`src/hw/shadow_pkg.sv`:
```
// Package with register map, field layout and constants of the shadow configuration block.
// How it works
// - Every unit configuration register is 32 bits, readable and writable over the bus.
// - Software writes land in the shadow copy; active copy changes only on load.
// - A software token waits and is released at the next frame start.
// - The released token loads each unit's shadows as it passes, up to an end point.
// - A token reaching an end point raises a shadow load interrupt.
// - One trigger bit arms all fetch and external source units together.
// - Mixer secondary end point, when enabled, ends secondary tokens with an interrupt.
// - A setting picks primary or secondary token for loading the mixer shadows.
// - Generator input end points enabled means software starts downstream tokens itself.
// - A setting picks primary, secondary or own token for the generator shadows.
// - Signature unit follows pipeline tokens or issues its own token.
// - Signature unit is no end point; interrupts only after a real load.
// - Protected registers start locked; a key write toggles the lock.
// - Each event has enable, status, preset and clear bits.
// - Trigger and status go out to the system; status is pollable.
// - Capture and memory stream throttling are separate and divide by a fixed ratio.
// - Memory or capture display mode changes only between two frames.
// - Each stream and the constant colour layer can be switched off individually.
// - Split mode half width is limited to 1280 pixels.
package shadow_pkg;
  localparam int ADDR_W = 8;
  localparam int DATA_W = 32;
  localparam int NUM_EV = 4;
  localparam logic [ADDR_W-1:0] LOCK_OFS = 8'h00;
  localparam logic [ADDR_W-1:0] CTRL_OFS = 8'h04;
  localparam logic [ADDR_W-1:0] TRIG_OFS = 8'h08;
  localparam logic [ADDR_W-1:0] STAT_OFS = 8'h0C;
  localparam logic [ADDR_W-1:0] IRQ_EN_OFS = 8'h10;
  localparam logic [ADDR_W-1:0] IRQ_ST_OFS = 8'h14;
  localparam logic [ADDR_W-1:0] IRQ_SET_OFS = 8'h18;
  localparam logic [ADDR_W-1:0] IRQ_CLR_OFS = 8'h1C;
  localparam logic [ADDR_W-1:0] FETCH_OFS = 8'h20;
  localparam logic [ADDR_W-1:0] EXTERNAL_SOURCE_UNIT_OFS = 8'h24;
  localparam logic [ADDR_W-1:0] MIXER_OFS = 8'h28;
  localparam logic [ADDR_W-1:0] OTG_OFS = 8'h2C;
  localparam logic [ADDR_W-1:0] SIG_OFS = 8'h30;
  localparam logic [ADDR_W-1:0] ACTIVE_DELTA = 8'h20;
  // Unlock key; the value is arbitrary.
  localparam logic [DATA_W-1:0] LOCK_KEY = 32'h0000A5C3;
  localparam logic [DATA_W-1:0] REG_RESET = 32'h00000000;
  // Control register fields.
  localparam int CTL_THR_CAP = 0;
  localparam int CTL_THR_MEM = 1;
  localparam int CTL_MIX_EP = 2;
  localparam int CTL_OTG_EP = 3;
  localparam int CTL_MIX_SEL = 4;
  localparam int CTL_OTG_SEL = 5;
  localparam int CTL_SIG_OWN = 7;
  localparam logic [1:0] OTG_SEL_PRI = 2'h0;
  localparam logic [1:0] OTG_SEL_SEC = 2'h1;
  localparam logic [1:0] OTG_SEL_OWN = 2'h2;
  // Trigger register fields.
  localparam int TRG_SRC = 0;
  localparam int TRG_OTG = 1;
  localparam int TRG_SIG = 2;
  // Mixer and generator configuration fields.
  localparam int MIX_MEM_EN = 0;
  localparam int MIX_CAP_EN = 1;
  localparam int MIX_CONST_EN = 2;
  localparam int OTG_MODE = 0;
  localparam int OTG_WIDTH_LO = 16;
  localparam int WIDTH_W = 11;
  localparam logic [WIDTH_W-1:0] MAX_SPLIT_W = 11'h500;
  // Status register fields.
  localparam int ST_LOCKED = 3;
  localparam int ST_MODE = 4;
  // Event numbers.
  localparam int EV_MIX_END = 0;
  localparam int EV_OTG_END = 1;
  localparam int EV_DISP_END = 2;
  localparam int EV_SIG_LOAD = 3;
  // Throttle divides the stream clock enable by four.
  localparam int THR_W = 2;
  localparam logic [THR_W-1:0] THR_LAST = 2'h3;
  typedef enum logic {LOCKED, UNLOCKED} lock_e;
endpackage

```
`src/hw/irq_if.sv`:
```
// Interface joining the control logic to the event interrupt bank.
`timescale 1ns/1ps
`default_nettype none
interface irq_if;
  import shadow_pkg::*;
  logic [NUM_EV-1:0] event_hit;
  logic [NUM_EV-1:0] preset;
  logic [NUM_EV-1:0] clear;
  logic enable_wr;
  logic [NUM_EV-1:0] enable_wdata;
  logic [NUM_EV-1:0] enable;
  logic [NUM_EV-1:0] status;
  modport ctl (output event_hit, preset, clear, enable_wr, enable_wdata, input enable, status);
  modport bank (input event_hit, preset, clear, enable_wr, enable_wdata, output enable, status);
endinterface
`default_nettype wire

```
`src/hw/shadow_reg.sv`:
```
// One shadowed configuration word with its active copy.
`timescale 1ns/1ps
`default_nettype none
module shadow_reg
  import shadow_pkg::*;
(
  input wire logic pclk,
  input wire logic presetn,
  input wire logic wr_en,
  input wire logic [DATA_W-1:0] wdata,
  input wire logic load,
  output logic [DATA_W-1:0] shadow_q,
  output logic [DATA_W-1:0] active_q
);
  logic [DATA_W-1:0] shadow_ff;
  logic [DATA_W-1:0] active_ff;

  // Software only ever reaches the shadow copy.
  always_ff @(posedge pclk or negedge presetn)
  begin
    if (!presetn)
      shadow_ff <= REG_RESET;
    else if (wr_en)
      shadow_ff <= wdata;
  end

  // Only a load moves the active copy, taking the shadow as it was before a same-cycle write.
  always_ff @(posedge pclk or negedge presetn)
  begin
    if (!presetn)
      active_ff <= REG_RESET;
    else if (load)
      active_ff <= shadow_ff;
  end

  assign shadow_q = shadow_ff;
  assign active_q = active_ff;

  shadow_hold_a: assert property (@(posedge pclk) disable iff (!presetn)
    !$past(load) |-> active_ff == $past(active_ff))
    else $error("active copy changed without a load");
endmodule // shadow_reg
`default_nettype wire

```
`src/hw/irq_bank.sv`:
```
// Event interrupt bank with enable, sticky status, preset and clear per event.
`timescale 1ns/1ps
`default_nettype none
module irq_bank
  import shadow_pkg::*;
(
  input wire logic pclk,
  input wire logic presetn,
  irq_if.bank bus
);
  logic [NUM_EV-1:0] enable_ff;
  logic [NUM_EV-1:0] status_ff;

  // Enable mask register.
  always_ff @(posedge pclk or negedge presetn)
  begin
    if (!presetn)
      enable_ff <= '0;
    else if (bus.enable_wr)
      enable_ff <= bus.enable_wdata;
  end

  // Sticky status; an event or preset in the clear cycle wins so nothing is lost.
  always_ff @(posedge pclk or negedge presetn)
  begin
    if (!presetn)
      status_ff <= '0;
    else
      status_ff <= (status_ff & ~bus.clear) | bus.event_hit | bus.preset;
  end

  assign bus.enable = enable_ff;
  assign bus.status = status_ff;

  status_sticky_a: assert property (@(posedge pclk) disable iff (!presetn)
    status_ff[0] && !bus.clear[0] |=> status_ff[0])
    else $error("status bit dropped without a clear");
  event_sets_a: assert property (@(posedge pclk) disable iff (!presetn)
    bus.event_hit[EV_DISP_END] |=> status_ff[EV_DISP_END])
    else $error("event did not set its status bit");
endmodule // irq_bank
`default_nettype wire

```
`src/hw/shadow_cfg_ctrl.sv`:
```
// Top of the shadow configuration block: APB registers, token pipeline, lock and throttle.
`timescale 1ns/1ps
`default_nettype none
module shadow_cfg_ctrl
  import shadow_pkg::*;
(
  input wire logic pclk,
  input wire logic presetn,
  input wire logic psel,
  input wire logic penable,
  input wire logic pwrite,
  input wire logic [ADDR_W-1:0] paddr,
  input wire logic [DATA_W-1:0] pwdata,
  output logic [DATA_W-1:0] prdata,
  output logic pready,
  output logic pslverr,
  input wire logic frame_start,
  output logic [DATA_W-1:0] fetch_cfg,
  output logic [DATA_W-1:0] external_source_unit_cfg,
  output logic [DATA_W-1:0] mixer_cfg,
  output logic [DATA_W-1:0] otg_cfg,
  output logic [DATA_W-1:0] sig_cfg,
  output logic capture_mode,
  output logic mem_layer_en,
  output logic cap_layer_en,
  output logic const_layer_en,
  output logic [WIDTH_W-1:0] split_width,
  output logic cap_clk_en,
  output logic mem_clk_en,
  output logic [NUM_EV-1:0] irq_trigger,
  output logic [NUM_EV-1:0] irq_status,
  output logic irq_out
);
  ////////////////////////////////////////////////////////////////////////////////
  // Declarations.
  logic [DATA_W-1:0] prdata_ff;
  logic pready_ff;
  logic pslverr_ff;
  logic [DATA_W-1:0] nxt_rdata;
  logic nxt_err;
  logic wr;
  logic trig_wr;
  lock_e lock_ff;
  logic [DATA_W-1:0] ctrl_ff;
  logic pend_src_ff;
  logic pend_otg_ff;
  logic pend_sig_ff;
  logic mix_pri_ff;
  logic mix_sec_ff;
  logic otg_pri_ff;
  logic otg_sec_ff;
  logic down_ff;
  logic [NUM_EV-1:0] ev;
  logic src_go;
  logic otg_own_go;
  logic sig_go;
  logic load_mix;
  logic load_otg;
  logic load_sig;
  logic [DATA_W-1:0] sh_fetch;
  logic [DATA_W-1:0] sh_ext;
  logic [DATA_W-1:0] sh_mix;
  logic [DATA_W-1:0] sh_otg;
  logic [DATA_W-1:0] sh_sig;
  logic capture_mode_ff;
  logic mem_en_ff;
  logic cap_en_ff;
  logic const_en_ff;
  logic [WIDTH_W-1:0] split_ff;
  logic [THR_W-1:0] thr_cnt_ff;
  logic cap_clk_en_ff;
  logic mem_clk_en_ff;
  logic [NUM_EV-1:0] irq_trigger_ff;
  logic [NUM_EV-1:0] irq_status_ff;
  logic irq_out_ff;
  irq_if ibus ();

  // True for any address this block answers.
  function automatic logic mapped(input logic [ADDR_W-1:0] a);
    mapped = (a <= SIG_OFS) || ((a >= FETCH_OFS + ACTIVE_DELTA) && (a <= SIG_OFS + ACTIVE_DELTA));
    mapped = mapped && (a[1:0] == 2'h0);
  endfunction

  // Registers that refuse writes while locked.
  function automatic logic guarded(input logic [ADDR_W-1:0] a);
    guarded = (a == CTRL_OFS) || (a == SIG_OFS);
  endfunction

  // Saturate a requested half width to the split-mode maximum.
  function automatic logic [WIDTH_W-1:0] clamp_w(input logic [WIDTH_W-1:0] w);
    clamp_w = (w > MAX_SPLIT_W) ? MAX_SPLIT_W : w;
  endfunction

  ////////////////////////////////////////////////////////////////////////////////
  // APB slave: read data is sampled in the setup cycle so pready can come from a flop; writes take pwdata in the access cycle.
  assign wr = psel && penable && pwrite && pready_ff;

  always_comb
  begin
    nxt_err = !mapped(paddr);
    nxt_rdata = '0;
    case (paddr)
      LOCK_OFS: nxt_rdata = {{(DATA_W-1){1'b0}}, lock_ff == LOCKED};
      CTRL_OFS: nxt_rdata = ctrl_ff;
      TRIG_OFS: nxt_rdata = {{(DATA_W-3){1'b0}}, pend_sig_ff, pend_otg_ff, pend_src_ff};
      STAT_OFS: nxt_rdata = {{(DATA_W-5){1'b0}}, capture_mode_ff, lock_ff == LOCKED,
                             pend_sig_ff, pend_otg_ff, pend_src_ff};
      IRQ_EN_OFS: nxt_rdata = {{(DATA_W-NUM_EV){1'b0}}, ibus.enable};
      IRQ_ST_OFS: nxt_rdata = {{(DATA_W-NUM_EV){1'b0}}, ibus.status};
      FETCH_OFS: nxt_rdata = sh_fetch;
      EXTERNAL_SOURCE_UNIT_OFS: nxt_rdata = sh_ext;
      MIXER_OFS: nxt_rdata = sh_mix;
      OTG_OFS: nxt_rdata = sh_otg;
      SIG_OFS: nxt_rdata = sh_sig;
      FETCH_OFS + ACTIVE_DELTA: nxt_rdata = fetch_cfg;
      EXTERNAL_SOURCE_UNIT_OFS + ACTIVE_DELTA: nxt_rdata = external_source_unit_cfg;
      MIXER_OFS + ACTIVE_DELTA: nxt_rdata = mixer_cfg;
      OTG_OFS + ACTIVE_DELTA: nxt_rdata = otg_cfg;
      SIG_OFS + ACTIVE_DELTA: nxt_rdata = sig_cfg;
      default: nxt_rdata = '0;
    endcase
  end

  // One wait-free answer: pready rises for the single access cycle after setup.
  always_ff @(posedge pclk or negedge presetn)
  begin
    if (!presetn)
    begin
      pready_ff <= 1'b0;
      pslverr_ff <= 1'b0;
      prdata_ff <= '0;
    end
    else
    begin
      pready_ff <= psel && !penable;
      pslverr_ff <= psel && !penable && nxt_err;
      prdata_ff <= (psel && !penable && !pwrite) ? nxt_rdata : '0;
    end
  end

  ////////////////////////////////////////////////////////////////////////////////
  // Lock: the key flips between locked and unlocked; any other value is ignored.
  always_ff @(posedge pclk or negedge presetn)
  begin
    if (!presetn)
      lock_ff <= LOCKED;
    else if (wr && paddr == LOCK_OFS && pwdata == LOCK_KEY)
    begin
      case (lock_ff)
        LOCKED: lock_ff <= UNLOCKED;
        UNLOCKED: lock_ff <= LOCKED;
        default: lock_ff <= LOCKED;
      endcase
    end
  end

  // Control register, write-protected while locked.
  always_ff @(posedge pclk or negedge presetn)
  begin
    if (!presetn)
      ctrl_ff <= REG_RESET;
    else if (wr && paddr == CTRL_OFS && !(guarded(paddr) && lock_ff == LOCKED))
      ctrl_ff <= pwdata;
  end

  ////////////////////////////////////////////////////////////////////////////////
  // Pending tokens wait for the next frame start; a new trigger beats a release.
  assign src_go = pend_src_ff && frame_start;
  assign otg_own_go = pend_otg_ff && frame_start;
  assign sig_go = pend_sig_ff && frame_start && ctrl_ff[CTL_SIG_OWN];
  assign trig_wr = wr && paddr == TRIG_OFS;

  always_ff @(posedge pclk or negedge presetn)
  begin
    if (!presetn)
    begin
      pend_src_ff <= 1'b0;
      pend_otg_ff <= 1'b0;
      pend_sig_ff <= 1'b0;
    end
    else
    begin
      // One bit arms every fetch and external source together.
      pend_src_ff <= (trig_wr && pwdata[TRG_SRC]) || (pend_src_ff && !frame_start);
      pend_otg_ff <= (trig_wr && pwdata[TRG_OTG]) || (pend_otg_ff && !frame_start);
      pend_sig_ff <= (trig_wr && pwdata[TRG_SIG]) || (pend_sig_ff && !frame_start);
    end
  end

  // Token travel: sources, then mixer inputs, then generator inputs, then downstream.
  always_ff @(posedge pclk or negedge presetn)
  begin
    if (!presetn)
    begin
      mix_pri_ff <= 1'b0;
      mix_sec_ff <= 1'b0;
      otg_pri_ff <= 1'b0;
      otg_sec_ff <= 1'b0;
      down_ff <= 1'b0;
    end
    else
    begin
      mix_pri_ff <= src_go;
      mix_sec_ff <= src_go;
      otg_pri_ff <= mix_pri_ff;
      otg_sec_ff <= mix_sec_ff && !ctrl_ff[CTL_MIX_EP];
      // With the generator end points on, only its own start point feeds downstream.
      down_ff <= ctrl_ff[CTL_OTG_EP] ? otg_own_go
               : (otg_pri_ff || otg_sec_ff || otg_own_go);
    end
  end

  assign load_mix = ctrl_ff[CTL_MIX_SEL] ? mix_sec_ff : mix_pri_ff;

  always_comb
  begin
    case (ctrl_ff[CTL_OTG_SEL +: 2])
      OTG_SEL_PRI: load_otg = otg_pri_ff;
      OTG_SEL_SEC: load_otg = otg_sec_ff;
      OTG_SEL_OWN: load_otg = otg_own_go;
      default: load_otg = 1'b0;
    endcase
  end

  // Signature follows downstream tokens or only its own start, never both.
  assign load_sig = ctrl_ff[CTL_SIG_OWN] ? sig_go : down_ff;

  // End point and signature load events.
  always_comb
  begin
    ev = '0;
    ev[EV_MIX_END] = mix_sec_ff && ctrl_ff[CTL_MIX_EP];
    ev[EV_OTG_END] = (otg_pri_ff || otg_sec_ff) && ctrl_ff[CTL_OTG_EP];
    ev[EV_DISP_END] = down_ff;
    ev[EV_SIG_LOAD] = load_sig;
  end

  ////////////////////////////////////////////////////////////////////////////////
  // Shadowed unit configuration words.
  shadow_reg u_fetch (.pclk(pclk), .presetn(presetn), .wr_en(wr && paddr == FETCH_OFS),
    .wdata(pwdata), .load(src_go), .shadow_q(sh_fetch), .active_q(fetch_cfg));
  shadow_reg u_ext (.pclk(pclk), .presetn(presetn), .wr_en(wr && paddr == EXTERNAL_SOURCE_UNIT_OFS),
    .wdata(pwdata), .load(src_go), .shadow_q(sh_ext), .active_q(external_source_unit_cfg));
  shadow_reg u_mix (.pclk(pclk), .presetn(presetn), .wr_en(wr && paddr == MIXER_OFS),
    .wdata(pwdata), .load(load_mix), .shadow_q(sh_mix), .active_q(mixer_cfg));
  shadow_reg u_otg (.pclk(pclk), .presetn(presetn), .wr_en(wr && paddr == OTG_OFS),
    .wdata(pwdata), .load(load_otg), .shadow_q(sh_otg), .active_q(otg_cfg));
  shadow_reg u_sig (.pclk(pclk), .presetn(presetn),
    .wr_en(wr && paddr == SIG_OFS && !(guarded(paddr) && lock_ff == LOCKED)),
    .wdata(pwdata), .load(load_sig), .shadow_q(sh_sig), .active_q(sig_cfg));

  // Mode, layer enables and width follow their unit loads, so they switch at a frame edge.
  always_ff @(posedge pclk or negedge presetn)
  begin
    if (!presetn)
    begin
      capture_mode_ff <= 1'b0;
      split_ff <= '0;
    end
    else if (load_otg)
    begin
      capture_mode_ff <= sh_otg[OTG_MODE];
      split_ff <= clamp_w(sh_otg[OTG_WIDTH_LO +: WIDTH_W]);
    end
  end

  always_ff @(posedge pclk or negedge presetn)
  begin
    if (!presetn)
    begin
      mem_en_ff <= 1'b0;
      cap_en_ff <= 1'b0;
      const_en_ff <= 1'b0;
    end
    else if (load_mix)
    begin
      mem_en_ff <= sh_mix[MIX_MEM_EN];
      cap_en_ff <= sh_mix[MIX_CAP_EN];
      const_en_ff <= sh_mix[MIX_CONST_EN];
    end
  end

  ////////////////////////////////////////////////////////////////////////////////
  // Throttle: a free counter gives one enable in every four cycles per stream.
  always_ff @(posedge pclk or negedge presetn)
  begin
    if (!presetn)
    begin
      thr_cnt_ff <= '0;
      cap_clk_en_ff <= 1'b1;
      mem_clk_en_ff <= 1'b1;
    end
    else
    begin
      thr_cnt_ff <= thr_cnt_ff + 1'b1;
      cap_clk_en_ff <= !ctrl_ff[CTL_THR_CAP] || (thr_cnt_ff == THR_LAST);
      mem_clk_en_ff <= !ctrl_ff[CTL_THR_MEM] || (thr_cnt_ff == THR_LAST);
    end
  end

  ////////////////////////////////////////////////////////////////////////////////
  // Interrupt bank hookup and registered outputs for the system controller.
  assign ibus.event_hit = ev;
  assign ibus.preset = (wr && paddr == IRQ_SET_OFS) ? pwdata[NUM_EV-1:0] : '0;
  assign ibus.clear = (wr && paddr == IRQ_CLR_OFS) ? pwdata[NUM_EV-1:0] : '0;
  assign ibus.enable_wr = wr && paddr == IRQ_EN_OFS;
  assign ibus.enable_wdata = pwdata[NUM_EV-1:0];

  irq_bank u_irq (.pclk(pclk), .presetn(presetn), .bus(ibus));

  always_ff @(posedge pclk or negedge presetn)
  begin
    if (!presetn)
    begin
      irq_trigger_ff <= '0;
      irq_status_ff <= '0;
      irq_out_ff <= 1'b0;
    end
    else
    begin
      irq_trigger_ff <= ev;
      irq_status_ff <= ibus.status;
      irq_out_ff <= |(ibus.status & ibus.enable);
    end
  end

  assign prdata = prdata_ff;
  assign pready = pready_ff;
  assign pslverr = pslverr_ff;
  assign capture_mode = capture_mode_ff;
  assign mem_layer_en = mem_en_ff;
  assign cap_layer_en = cap_en_ff;
  assign const_layer_en = const_en_ff;
  assign split_width = split_ff;
  assign cap_clk_en = cap_clk_en_ff;
  assign mem_clk_en = mem_clk_en_ff;
  assign irq_trigger = irq_trigger_ff;
  assign irq_status = irq_status_ff;
  assign irq_out = irq_out_ff;

  ////////////////////////////////////////////////////////////////////////////////
  // Checks.
  release_frame_a: assert property (@(posedge pclk) disable iff (!presetn)
    $rose(mix_pri_ff) |-> $past(frame_start) && $past(pend_src_ff))
    else $error("source token left without a frame start");
  walk_down_a: assert property (@(posedge pclk) disable iff (!presetn)
    src_go && !ctrl_ff[CTL_OTG_EP] |-> ##3 down_ff)
    else $error("token did not reach the display end in three cycles");
  mixer_end_a: assert property (@(posedge pclk) disable iff (!presetn)
    mix_sec_ff && ctrl_ff[CTL_MIX_EP] |=> !otg_sec_ff && ibus.status[EV_MIX_END])
    else $error("mixer end point did not stop the secondary token");
  lock_ignore_a: assert property (@(posedge pclk) disable iff (!presetn)
    wr && paddr == CTRL_OFS && lock_ff == LOCKED |=> ctrl_ff == $past(ctrl_ff))
    else $error("locked control register was written");
  irq_level_a: assert property (@(posedge pclk) disable iff (!presetn)
    irq_out_ff == $past(|(ibus.status & ibus.enable)))
    else $error("interrupt output does not follow status and enable");
  sig_irq_a: assert property (@(posedge pclk) disable iff (!presetn)
    ctrl_ff[CTL_SIG_OWN] && down_ff && !sig_go |=> !ibus.status[EV_SIG_LOAD]
      || $past(ibus.status[EV_SIG_LOAD]) || $past(ibus.preset[EV_SIG_LOAD]))
    else $error("signature interrupt without a signature load");
  mem_throttle_a: assert property (@(posedge pclk) disable iff (!presetn)
    ctrl_ff[CTL_THR_MEM] && $past(ctrl_ff[CTL_THR_MEM]) && mem_clk_en_ff |=> !mem_clk_en_ff [*3])
    else $error("memory stream throttle ratio wrong");
  split_clamp_a: assert property (@(posedge pclk) disable iff (!presetn)
    split_ff <= MAX_SPLIT_W)
    else $error("split width above maximum");
endmodule // shadow_cfg_ctrl
`default_nettype wire

```
`config.mk`:
```
export PLATFORM = sky130hd
export DESIGN_NAME = shadow_cfg_ctrl
export DESIGN_NICKNAME = d
export VERILOG_FILES = /design/src/hw/shadow_pkg.sv /design/src/hw/irq_if.sv /design/src/hw/shadow_reg.sv /design/src/hw/irq_bank.sv /design/src/hw/shadow_cfg_ctrl.sv
export SDC_FILE = /design/constraint.sdc
export NUM_CORES = 1
export LEC_CHECK = 0
export BUFFER_PORTS_ARGS = -buffer_cell sky130_fd_sc_hd__buf_2
export CORE_UTILIZATION = 54
export DETAILED_ROUTE_END_ITERATION = 12
export PLACE_DENSITY_LB_ADDON = 0.12
export REMOVE_ABC_BUFFERS = 1
export SETUP_SLACK_MARGIN = 0.1
export SYNTH_ARGS = -nofsm -noshare
export SYNTH_HDL_FRONTEND = slang
export SYNTH_HIERARCHICAL = 1
export SYNTH_SLANG_ARGS = --single-unit
```
`constraint.sdc`:
```
create_clock -name pclk -period 3.95 [get_ports pclk]
set_clock_uncertainty 0.1 [all_clocks]
set_input_delay 0.79 -clock pclk [delete_from_list [all_inputs] [get_ports pclk]]
set_output_delay 0.79 -clock pclk [all_outputs]
set_load 0.005 [all_outputs]
```
### Yosys cells after proc, flatten, opt, wreduce, memory -nomap -nowiden

Index checks and enable logic that the tools add are counted.

| cells by class | value |
|---|---|
| bitwise gates (word level) | 6 |
| multiplexer cells | 9 |
| reduce and logical (&&, ||, !) cells | 57 |
| eq/ne operators | 21 |
| $add $sub $neg | 1 |
| magnitude comparators | 4 |

Operators by type and width:

| operator | number |
|---|---|
| 32-bit one-hot mux with 16 select lines | 1 |
| 8-bit by 6-bit == test with 1-bit output, second input constant | 5 |
| 8-bit by 7-bit == test with 1-bit output, second input constant | 5 |
| 1-bit logical AND | 36 |
| 32-bit by 16-bit == test with 1-bit output, second input constant | 1 |
| 8-bit by 5-bit == test with 1-bit output, second input constant | 4 |
| 32-bit two-way mux | 1 |
| 8-bit by 4-bit == test with 1-bit output, second input constant | 2 |
| 11-bit greater-than comparator, second input constant | 1 |
| 11-bit two-way mux | 1 |
| 1-bit logical OR | 9 |
| 4-bit AND | 2 |
| 8-bit by 3-bit == test with 1-bit output, second input constant | 1 |
| 8-bit by 7-bit greater-or-equal comparator with 1-bit output, second input constant | 1 |
| 8-bit by 6-bit less-or-equal comparator with 1-bit output, second input constant | 1 |
| 8-bit by 7-bit less-or-equal comparator with 1-bit output, second input constant | 1 |
| 1-bit zero test | 8 |
| 8-bit zero test | 1 |
| 4-bit two-way mux | 2 |
| 4-bit bitwise OR | 2 |
| 2-bit == test, second input constant | 2 |
| 2-bit zero test | 2 |
| 4-bit inverter | 1 |
| 4-bit OR reduction | 1 |
| 6 further kinds | 7 |

| storage, ports and cells | value |
|---|---|
| word-level logic and storage cells | 133 |
| output and inout bits | 220 |
| input port bits | 46 |
| bits in registers | 430 |

### Logic depth before layout (Yosys ltp)

Gate-level depths: netlist of run 1.

| depth | value |
|---|---|
| word-level depth | 9 |
| depth in mapped cells | 10 |
| mapped depth without buffers | 6 |

### Cells and area by module

Netlist of run 1, hierarchy kept.

By module, submodules not included:

| module | instances | cells each | area each (µm²) | sequential area each (µm²) |
|---|---|---|---|---|
| shadow_reg | 5 | 136 | 2,690.1 | 1,601.5 |
| shadow_cfg_ctrl | 1 | 646 | 6,393.6 | 2,555.0 |
| irq_bank | 1 | 24 | 295.3 | 200.2 |

### Worst setup path after synthesis of run 1

Ideal clock, no wire load.

| path | value |
|---|---|
| path type | in2reg |
| start | input port paddr[1] |
| end | register u_sig.shadow_ff[10], in the netlist u_sig/shadow_q[10] |
| data required time | 3.725 ns |
| library setup time | 0.125 ns |
| path buffers | 5 |
| stages on the path | 9 |
| data arrival time | 2.795 ns |
| slack | 0.930 ns |
| cell sequence | buf_2 -> nor4_1 -> and2_1 -> buf_2 -> buf_2 -> and3_1 -> buf_6 -> buf_12 -> mux2_4 |

| between the ends | value |
|---|---|
| word-level cells in the longest chain between the ends | 5 |
| elaborated cells on any way between the ends | 7 |
| those cells by class | 2 x eq/ne; 5 x reduce/logical |

Ends and longest elaborated chain:

| what | line | RTL |
|---|---|---|
| start, declared | shadow_cfg_ctrl.sv:12 | `input wire logic [ADDR_W-1:0] paddr,` |
| 8-bit by 3-bit == test with 1-bit output / 8-bit by 6-bit == test with 1-bit output (equally long branches) | shadow_cfg_ctrl.sv:86, shadow_cfg_ctrl.sv:249 |  |
| 1-bit logical OR | shadow_cfg_ctrl.sv:86 | `guarded = (a == CTRL_OFS) \|\| (a == SIG_OFS);` |
| 1-bit logical AND | shadow_cfg_ctrl.sv:249 | `.wr_en(wr && paddr == SIG_OFS && !(guarded(paddr) && lock_ff == LOCKED)),` |
| 1-bit zero test | shadow_cfg_ctrl.sv:249 |  |
| 1-bit logical AND (*) | shadow_cfg_ctrl.sv:249 |  |
| end signal, assigned | shadow_reg.sv:24 | `shadow_ff <= wdata;` |
| end, declared | shadow_reg.sv:15 | `logic [DATA_W-1:0] shadow_ff;` |

Every way passes the cells marked *; elsewhere a longest branch is shown, timed or not.
A chain may end at the register's enable or synchronous reset.

### Final worst setup path of run 1

| path | value |
|---|---|
| start | input port paddr[6] |
| end | register prdata_ff[12], in the netlist prdata[12] |

| between the ends | value |
|---|---|
| word-level cells in the longest chain between the ends | 3 |
| elaborated cells on any way between the ends | 18 |
| those cells by class | 15 x eq/ne; 2 x mux; 1 x reduce/logical |

Ends and longest elaborated chain:

| what | line | RTL |
|---|---|---|
| 8-bit by 7-bit == test with 1-bit output, or another cell as far along | shadow_cfg_ctrl.sv:102 | `case (paddr)` |
| 32-bit one-hot mux with 16 select lines (*) | shadow_cfg_ctrl.sv:102 |  |
| 32-bit two-way mux (*) | shadow_cfg_ctrl.sv:137 | `prdata_ff <= (psel && !penable && !pwrite) ? nxt_rdata : '0;` |
| end signal, assigned | shadow_cfg_ctrl.sv:137 |  |
| end, declared | shadow_cfg_ctrl.sv:36 | `logic [DATA_W-1:0] prdata_ff;` |

Marked as above.

==> results of run 1 <==
==> report_power, final <==
group	internal [mW]	total [mW]	switching [mW]
Combinational	0.0756	0.322	0.247
Clock	2.51	4.28	1.77
Sequential	4.41	4.42	0.00893
==> final cells by class <==
| type | instances | share of cell area |
|---|---|---|
| Tap cell | 468 | 0.0251 |
| Clock inverter | 13 | 0.00628 |
| Antenna cell | 2 | 0.000215 |
| Inverter | 12 | 0.00193 |
| Multi-Input combinational cell | 813 | 0.363 |
| Clock buffer | 69 | 0.0570 |
| Sequential cell | 430 | 0.461 |
| Timing Repair Buffer | 334 | 0.0854 |
==> sequential cells by signal, indices dropped and copies added, names as in the netlist, 32 cells and up <==
signal,count
ctrl_ff,32
u_mix/active_q,32
u_sig/active_q,32
prdata,32
u_mix/shadow_q,32
u_fetch/shadow_q,32
u_fetch/active_q,32
u_sig/shadow_q,32
u_ext/active_q,32
u_otg/active_q,32
u_otg/shadow_q,32
u_ext/shadow_q,32
==> cell families (layout without fill, tap and decap cells) <==
group | Yosys count | after routing | synth area share
AOI/OAI and AO/OA | 240 | 240 | 0.0899
other | 0 | 2 | 0
buffers and inverters | 107 | 428 | 0.0498
DFF | 430 | 430 | 0.534
muxes | 396 | 396 | 0.277
and+or+nand+nor | 175 | 175 | 0.0477
xor gates and xnor gates | 1 | 1 | 0.000435
adders and majority gates | 1 | 1 | 0.000621
==> cells in the mapped netlist (22+ instances only) <==
cell / number
a222oi_1: 28
nand2_1: 44
a21oi_1: 28
clkbuf_1: 22
mux2_2: 44
buf_12: 30
a22o_1: 38
mux2_4: 300
nor2_1: 42
mux2_1: 29
a22oi_1: 41
dfrtp_1: 428
a221oi_1: 22
a31oi_1: 23
buf_2: 29
==> stage by stage <==
stage	utilization	hold WS (ps)
2_1_floorplan	-	275
3_3_place_gp	0.595	312
3_5_place_dp	0.595	317
4_1_cts	0.635	121
5_1_grt	0.636	141
6_report	0.636	93.1
==> metal layers <==
metal / global-route usage / routed length [µm]
met1: 0.500 / 28300
met2: 0.512 / 29000
met3: 0.0639 / 5330
met4: 0.122 / 1860
met5: 0 / 22
==> worst max-delay path: stages <==
cell      delay [ps]
buf_2            370
or4b_2           900
nor2_2           540
buf_4            220
a22o_1           140
a211oi_1          40
a31oi_1          210
==> final timing paths <==
check | depth (start not counted) | slack (ps) | end
min | 1 | 90 | u_fetch/active_q[1]
max | 7 | 1100 | prdata[12]
max reg2reg | 4 | 1400 | u_sig/active_q[24]
min in group pclk | 1 | 320 | thr_cnt_ff[0]
max in group asynchronous | 2 | 2620 | u_mix/active_q[11]
min reg2reg | 1 | 320 | thr_cnt_ff[0]
==> results.toml, run 1 <==
[synth]
async_reset_ff_frac = 1.00
syn_area_per_cell_um2 = 14.9
ys_seq_elements = 430
ys.flop_type = "dfrtp_1"
synth_cells = 1350
synth.area.top_cells = "dfrtp_1 (53%), mux2_4 (22%), buf_12 (3.0%), mux2_2 (2.5%), a22o_1 (1.7%)"
synth-edff-count = 0
syn_area_mm2 = 0.0201
ys_warn_count = 6
seq_area_frac_synth = 0.534
yosys.area.top_type = "dfrtp_1"
synth_top_area_share = 0.532
ys_types = 67

[drt]
firstDrtPassIters = 9
vias = 13700
wirelength_mm = 64.5
wl_per_cell_um = 30.1
vias_per_cell = 6.40
first_iter_violations = 1227
final_antenna_net_count = 0
drc = 0

[timing]
slew_headroom = 0.100
setup_violations = 0
rsz0062_at_grt = "false"
period_needed_ps = 2850
min_period_over_period = 0.723
finalSetupTns_ps = 0
fin_ws_ps = 1100
final-hold-violation-count = 0
fmax_mhz = 350
worst_pin_slew_ps = 1340
slew_viol_final = 0

[floorplan]
rows = 70
die_width_um = 195
pin_count = 266
die_h_um = 195
start_util = 0.549
die_area_mm2 = 0.0381
core_area_mm2 = 0.0367

[place]
placed_area_mm2 = 0.0218
dp.cells = 2057
hpwlAfterDp_mm = 42.2
dpl_worst_slack_ps = 604
gp_congestion = 0.850
io_buffers = 265

[cells_and_area]
final_cell_count_no_fill = 2141
seq_area_mm2 = 0.0108
layout.nets = 1683
syn_to_final_growth_pct = 15.8
multi_input_area_mm2 = 0.00846
stdcell_area_mm2 = 0.0233
num-fill-cells = 2723
drive_gt1_frac = 0.465
mostFrequentLayoutCells = "dfrtp_1 (427), mux2_4 (300), buf_2 (264)"
final_common_cell = "dfrtp_1"

[worst_setup_path]
reg2reg_from = "down_ff"
critPathRequiredTime_ps = 4320
crit_start = "paddr[6]"
crit_type = "in2reg"
end_kind = "flip-flop"
start_kind = "primary input"
path_max_fanout = 22
crit_arrival_ps = 3220

[flow_run]
cap_viol_max_count = 0

[clocking]
path_clk_slew_ps = 60
cts_max_path_buffers = 3
clock_sinks = 430
cts_hold_buf = 0
cts_tree = "done"
numCtsBuffers = 45
htree_levels = 2
postCtsSetupBuffers = 0
cts-root-buf = "clkbuf_16"
cts.repair.resized = 0
clk_latency_ps = 570

[global_route]
antenna_found_initial = 4
gr-total-overflow = 0
grt_usage = 0.342
grt_max_degree = 96
grt_first_pass_wirelength_mm = 95.3
first_global_vias = 13800

[status]
status = "completed"

[power]
power.leakage_nw = 11.4
powerDensity_mw_per_mm2 = 387
peakVddDrop_mv = 0.295
finalPower_mw = 9.02

[worst_hold_path]
min_path_type = "in2async"
No activity file was read; power rests on OpenSTA's default activity.
==> inputs of run 2 (changes only) <==
==> constraint.sdc (replaced) <==
create_clock -name pclk -period 2.9 [get_ports pclk]
set_clock_uncertainty 0.1 [all_clocks]
set_input_delay 0.58 -clock pclk [delete_from_list [all_inputs] [get_ports pclk]]
set_output_delay 0.58 -clock pclk [all_outputs]
set_load 0.005 [all_outputs]
==> results.toml, run 2 (same netlist as run 1, synthesis figures left out) <==
[drt]
wirelength_mm = 65.2
first_iter_violations = 1338
drc = 0
firstDrtPassIters = 8
vias = 14000
wl_per_cell_um = 29.9
vias_per_cell = 6.39
final_antenna_net_count = 0

[timing]
slew_headroom = 0.469
min_period_over_period = 0.765
finalSetupTns_ps = 0
worst_pin_slew_ps = 793
period_needed_ps = 2220
rsz0062_at_grt = "false"
final-hold-violation-count = 0
slew_viol_final = 0
setup_violations = 0
fmax_mhz = 451

[floorplan]
die_h_um = 195
rows = 70
core_area_mm2 = 0.0367
pin_count = 266
start_util = 0.549
die_width_um = 195
die_area_mm2 = 0.0381

[clocking]
numCtsBuffers = 45
cts_max_path_buffers = 3
htree_levels = 2
clock_sinks = 430
cts-root-buf = "clkbuf_16"
postCtsSetupBuffers = 0
path_clk_slew_ps = 70
cts_tree = "done"
clk_latency_ps = 590

[place]
hpwlAfterDp_mm = 43.8
gp_congestion = 0.903
dp.cells = 2097
io_buffers = 265

[global_route]
antenna_found_initial = 3
gr-total-overflow = 0
first_global_vias = 14000
busiest_layer = "met2"
grtUsageMet1 = 0.503
use_met2 = 0.523
grt_usage = 0.345
grt_util_met3 = 0.0625
grt_max_degree = 65
grt_first_pass_wirelength_mm = 96.2

[cells_and_area]
drive_gt1_frac = 0.482
fin_util = 0.651
layout.nets = 1724
mostFrequentLayoutCells = "dfrtp_1 (427), mux2_4 (300), buf_2 (264)"
final_cell_count_no_fill = 2183
final_common_cell = "dfrtp_1"
syn_to_final_growth_pct = 18.7

[status]
status = "completed"

[power]
peakVddDrop_mv = 0.470
swShare = 0.225
seq_power_share = 0.480
power.leakage_nw = 11.7
pwr-share-clk = 0.482
p_int_mw = 9.72
p_switching_mw = 2.83
finalPower_mw = 12.5
pwr-share-comb = 0.038
powerDensity_mw_per_mm2 = 525

[worst_hold_path]
hp-start = "frame_start"
min_path_type = "in2reg"
hold_path_depth = 2

[flow_run]
cap_viol_max_count = 0

[worst_setup_path]
worst_r2r_path_depth = 5
crit_arrival_ps = 2570
start_kind = "flip-flop"
crit_type = "reg2reg"
crit_start = "ctrl_ff[5]"
critPathRequiredTime_ps = 3250
end_kind = "flip-flop"
reg2reg_from = "ctrl_ff[5]"
path_max_fanout = 11
==> run 2: cell count changes in the layout (fill, tap and decap cells not counted), sizes merged <==
cell,change
buf,+40
bufinv,-1
clkbuf,+2
dlygate4sd3,+1
==> run 2: power groups by stage <==
stage	clock [mW]	sequential, mW	combinational [mW]
finish	6.04	6.02	0.480
global route	6.33	6.02	0.512
CTS	6.09	6.02	0.479
detailed placement	0	6.13	0.477
global placement	0	6.13	0.473
floorplan	0	6.13	0.0804
==> run 2: final timing paths <==
check                                      to  slack [ps]
max in group asynchronous  u_otg/active_q[31]        1320
setup reg to reg           u_otg/active_q[20]         680
hold reg to reg                irq_trigger[2]         330
setup / recovery           u_otg/active_q[20]         680
min in group asynchronous   u_sig/active_q[1]         460
hold / removal                    pend_otg_ff         170
==> run 2: per-stage QoR <==
stage	area, µm²	hold WS, ps	setup slack (ps)
6_report	23900	172	681
4_1_cts	23900	157	699
5_1_grt	23900	201	589
3_5_place_dp	22300	331	121
2_1_floorplan	19200	184	-2700
3_3_place_gp	22300	314	170
==> run 2: per-layer routing <==
| layer | share of wire | wire [µm] |
|---|---|---|
| met5 | 0.00021 | 14 |
| met4 | 0.030 | 1920 |
| met2 | 0.45 | 29600 |
| met1 | 0.44 | 28600 |
| met3 | 0.078 | 5060 |
==> run 2: final cells by class <==
class,instances,area (µm²)
Fill cell,2722,12800
Sequential cell,430,10800
Multi-Input combinational cell,813,8460
Timing Repair Buffer,375,2490
Clock buffer,71,1440
Tap cell,468,586
Clock inverter,12,120
Inverter,12,45.0
Antenna cell,2,5.00
==> run 2: repair_timing <==
action / in CTS / in global routing
gates resized for setup: 0 / 0
hold buffers: 1 / 0
hold endpoints to repair: 51 / 0
==> run 2: critical path, cell delays in order (launching register included) <==
cell	delay (ps)
dfrtp_1	410
mux2_2	350
o21ai_1	370
inv_2	250
buf_4	290
mux2_4	320
==> inputs of run 3 (changes only) <==
==> constraint.sdc (replaced) <==
create_clock -name pclk -period 2.1 [get_ports pclk]
set_clock_uncertainty 0.1 [all_clocks]
set_input_delay 0.42 -clock pclk [delete_from_list [all_inputs] [get_ports pclk]]
set_output_delay 0.42 -clock pclk [all_outputs]
set_load 0.005 [all_outputs]
==> results.toml, run 3 (same netlist as run 1, synthesis figures left out) <==
[flow_run]
cap_viol_max_count = 0

[floorplan]
pin_count = 266
die_area_mm2 = 0.0381
die_h_um = 195
rows = 70
die_width_um = 195
start_util = 0.549
core_area_mm2 = 0.0367

[global_route]
gr-total-overflow = 0
antenna_found_initial = 2
grt_usage = 0.354
first_global_vias = 14500
grt_first_pass_wirelength_mm = 98.7
grt_max_degree = 94

[timing]
final-hold-violation-count = 0
setup_violations = 0
fin_ws_ps = 93.5
slew_viol_final = 0
finalSetupTns_ps = 0
worst_pin_slew_ps = 580
rsz0062_at_grt = "false"
min_period_over_period = 0.955
slew_headroom = 0.613
period_needed_ps = 2010
fmax_mhz = 498

[clocking]
path_clk_slew_ps = 60
cts_max_path_buffers = 3
cts-root-buf = "clkbuf_16"
clk_latency_ps = 580
cts_tree = "done"
htree_levels = 2
numCtsBuffers = 45
clock_sinks = 430

[power]
peakVddDrop_mv = 0.565
power.leakage_nw = 12.2
powerDensity_mw_per_mm2 = 705

[place]
dpl_worst_slack_ps = -441
gp_congestion = 0.936
placed_area_mm2 = 0.0232
io_buffers = 265
hpwlAfterDp_mm = 47.0

[status]
status = "completed"

[worst_hold_path]
min_path_type = "in2reg"

[cells_and_area]
stdcell_area_mm2 = 0.0248
drive_gt1_frac = 0.509
final_common_cell = "dfrtp_1"
layout.nets = 1817
mostFrequentLayoutCells = "dfrtp_1 (427), mux2_4 (300), buf_2 (264)"
num-fill-cells = 2641
multi_input_area_mm2 = 0.00847
seq_area_mm2 = 0.0108
syn_to_final_growth_pct = 23.2

[worst_setup_path]
start_kind = "primary input"
critPathRequiredTime_ps = 2440
crit_type = "in2reg"
crit_arrival_ps = 2350
end_kind = "flip-flop"
path_max_fanout = 7

[drt]
wl_per_cell_um = 29.3
vias_per_cell = 6.26
final_antenna_net_count = 0
vias = 14200
drc = 0
first_iter_violations = 1173
firstDrtPassIters = 5
wirelength_mm = 66.6
-- run 3: changes by cell type in the layout (fill, tap and decap cells not counted), moves of 2 or more --
| cell | change |
|---|---|
| clkbuf_16 | -2 |
| buf_12 | +16 |
| bufinv_16 | +4 |
| buf_4 | +77 |
| clkbuf_8 | -6 |
-- run 3: worst paths after layout --
kind / from / endpoint / slack, ps / cells after the start
worst max-delay path: paddr[3] / u_otg/shadow_q[1] / 90 / 6
worst min-delay path: frame_start / down_ff / 70 / 3
worst max register to register: ctrl_ff[5] / u_otg/active_q[4] / 200 / 6
worst min register to register: thr_cnt_ff[0] / thr_cnt_ff[0] / 330 / 1
max in group asynchronous: presetn / u_fetch/active_q[19] / 920 / 4
min in group asynchronous: presetn / irq_trigger[3] / 170 / 2
-- run 3: what timing repair did --
action                     CTS  global route
pin swaps                    0             1
setup buffers                0             3
hold buffers                 1             0
gates resized for setup      1             2
hold endpoints to repair   272             0
setup endpoints to repair    9             8
-- run 3: critical path, cell delays in order --
cell and delay (ps):
buf_2 190, or4bb_1 690, nor3_2 300, buf_4 270, buf_12 160, mux2_4 310
-- run 3: per-stage QoR --
step           cells  total power, mW  hold slack, ps   util
3_5_place_dp    2187             9.19             155  0.632
4_1_cts         2267             17.6            55.5  0.674
5_1_grt         2271             17.9            78.3  0.676
2_1_floorplan   1255             8.58            24.4      -
6_report        2273             17.5            71.1  0.676
3_3_place_gp    2187             9.18             155  0.632
-- run 3: area by class of cell --
| cell class | instances | area share |
|---|---|---|
| diodes | 3 | 0.000303 |
| clock buffers | 63 | 0.0526 |
| clock inverters | 16 | 0.00968 |
| inverters | 12 | 0.00182 |
| multi-input cells | 813 | 0.342 |
| flip-flops and latches | 430 | 0.434 |
| well taps | 468 | 0.0236 |
| repair buffers | 468 | 0.137 |
-- run 3: where the power goes --
group / total (mW) / switching (mW) / internal (mW)
clock: 8.45 / 3.39 / 5.06
combinational: 0.724 / 0.497 / 0.227
sequential: 8.32 / 0.0157 / 8.30
total: 17.5 / 3.90 / 13.6
-- run 3: layer usage --
layer	part of all wire	vias up	track usage
met5	0	-	0
met1	0.43	7422	0.506
li1	-	5922	-
met3	0.079	146	0.0663
met4	0.035	0	0.135
met2	0.46	737	0.537
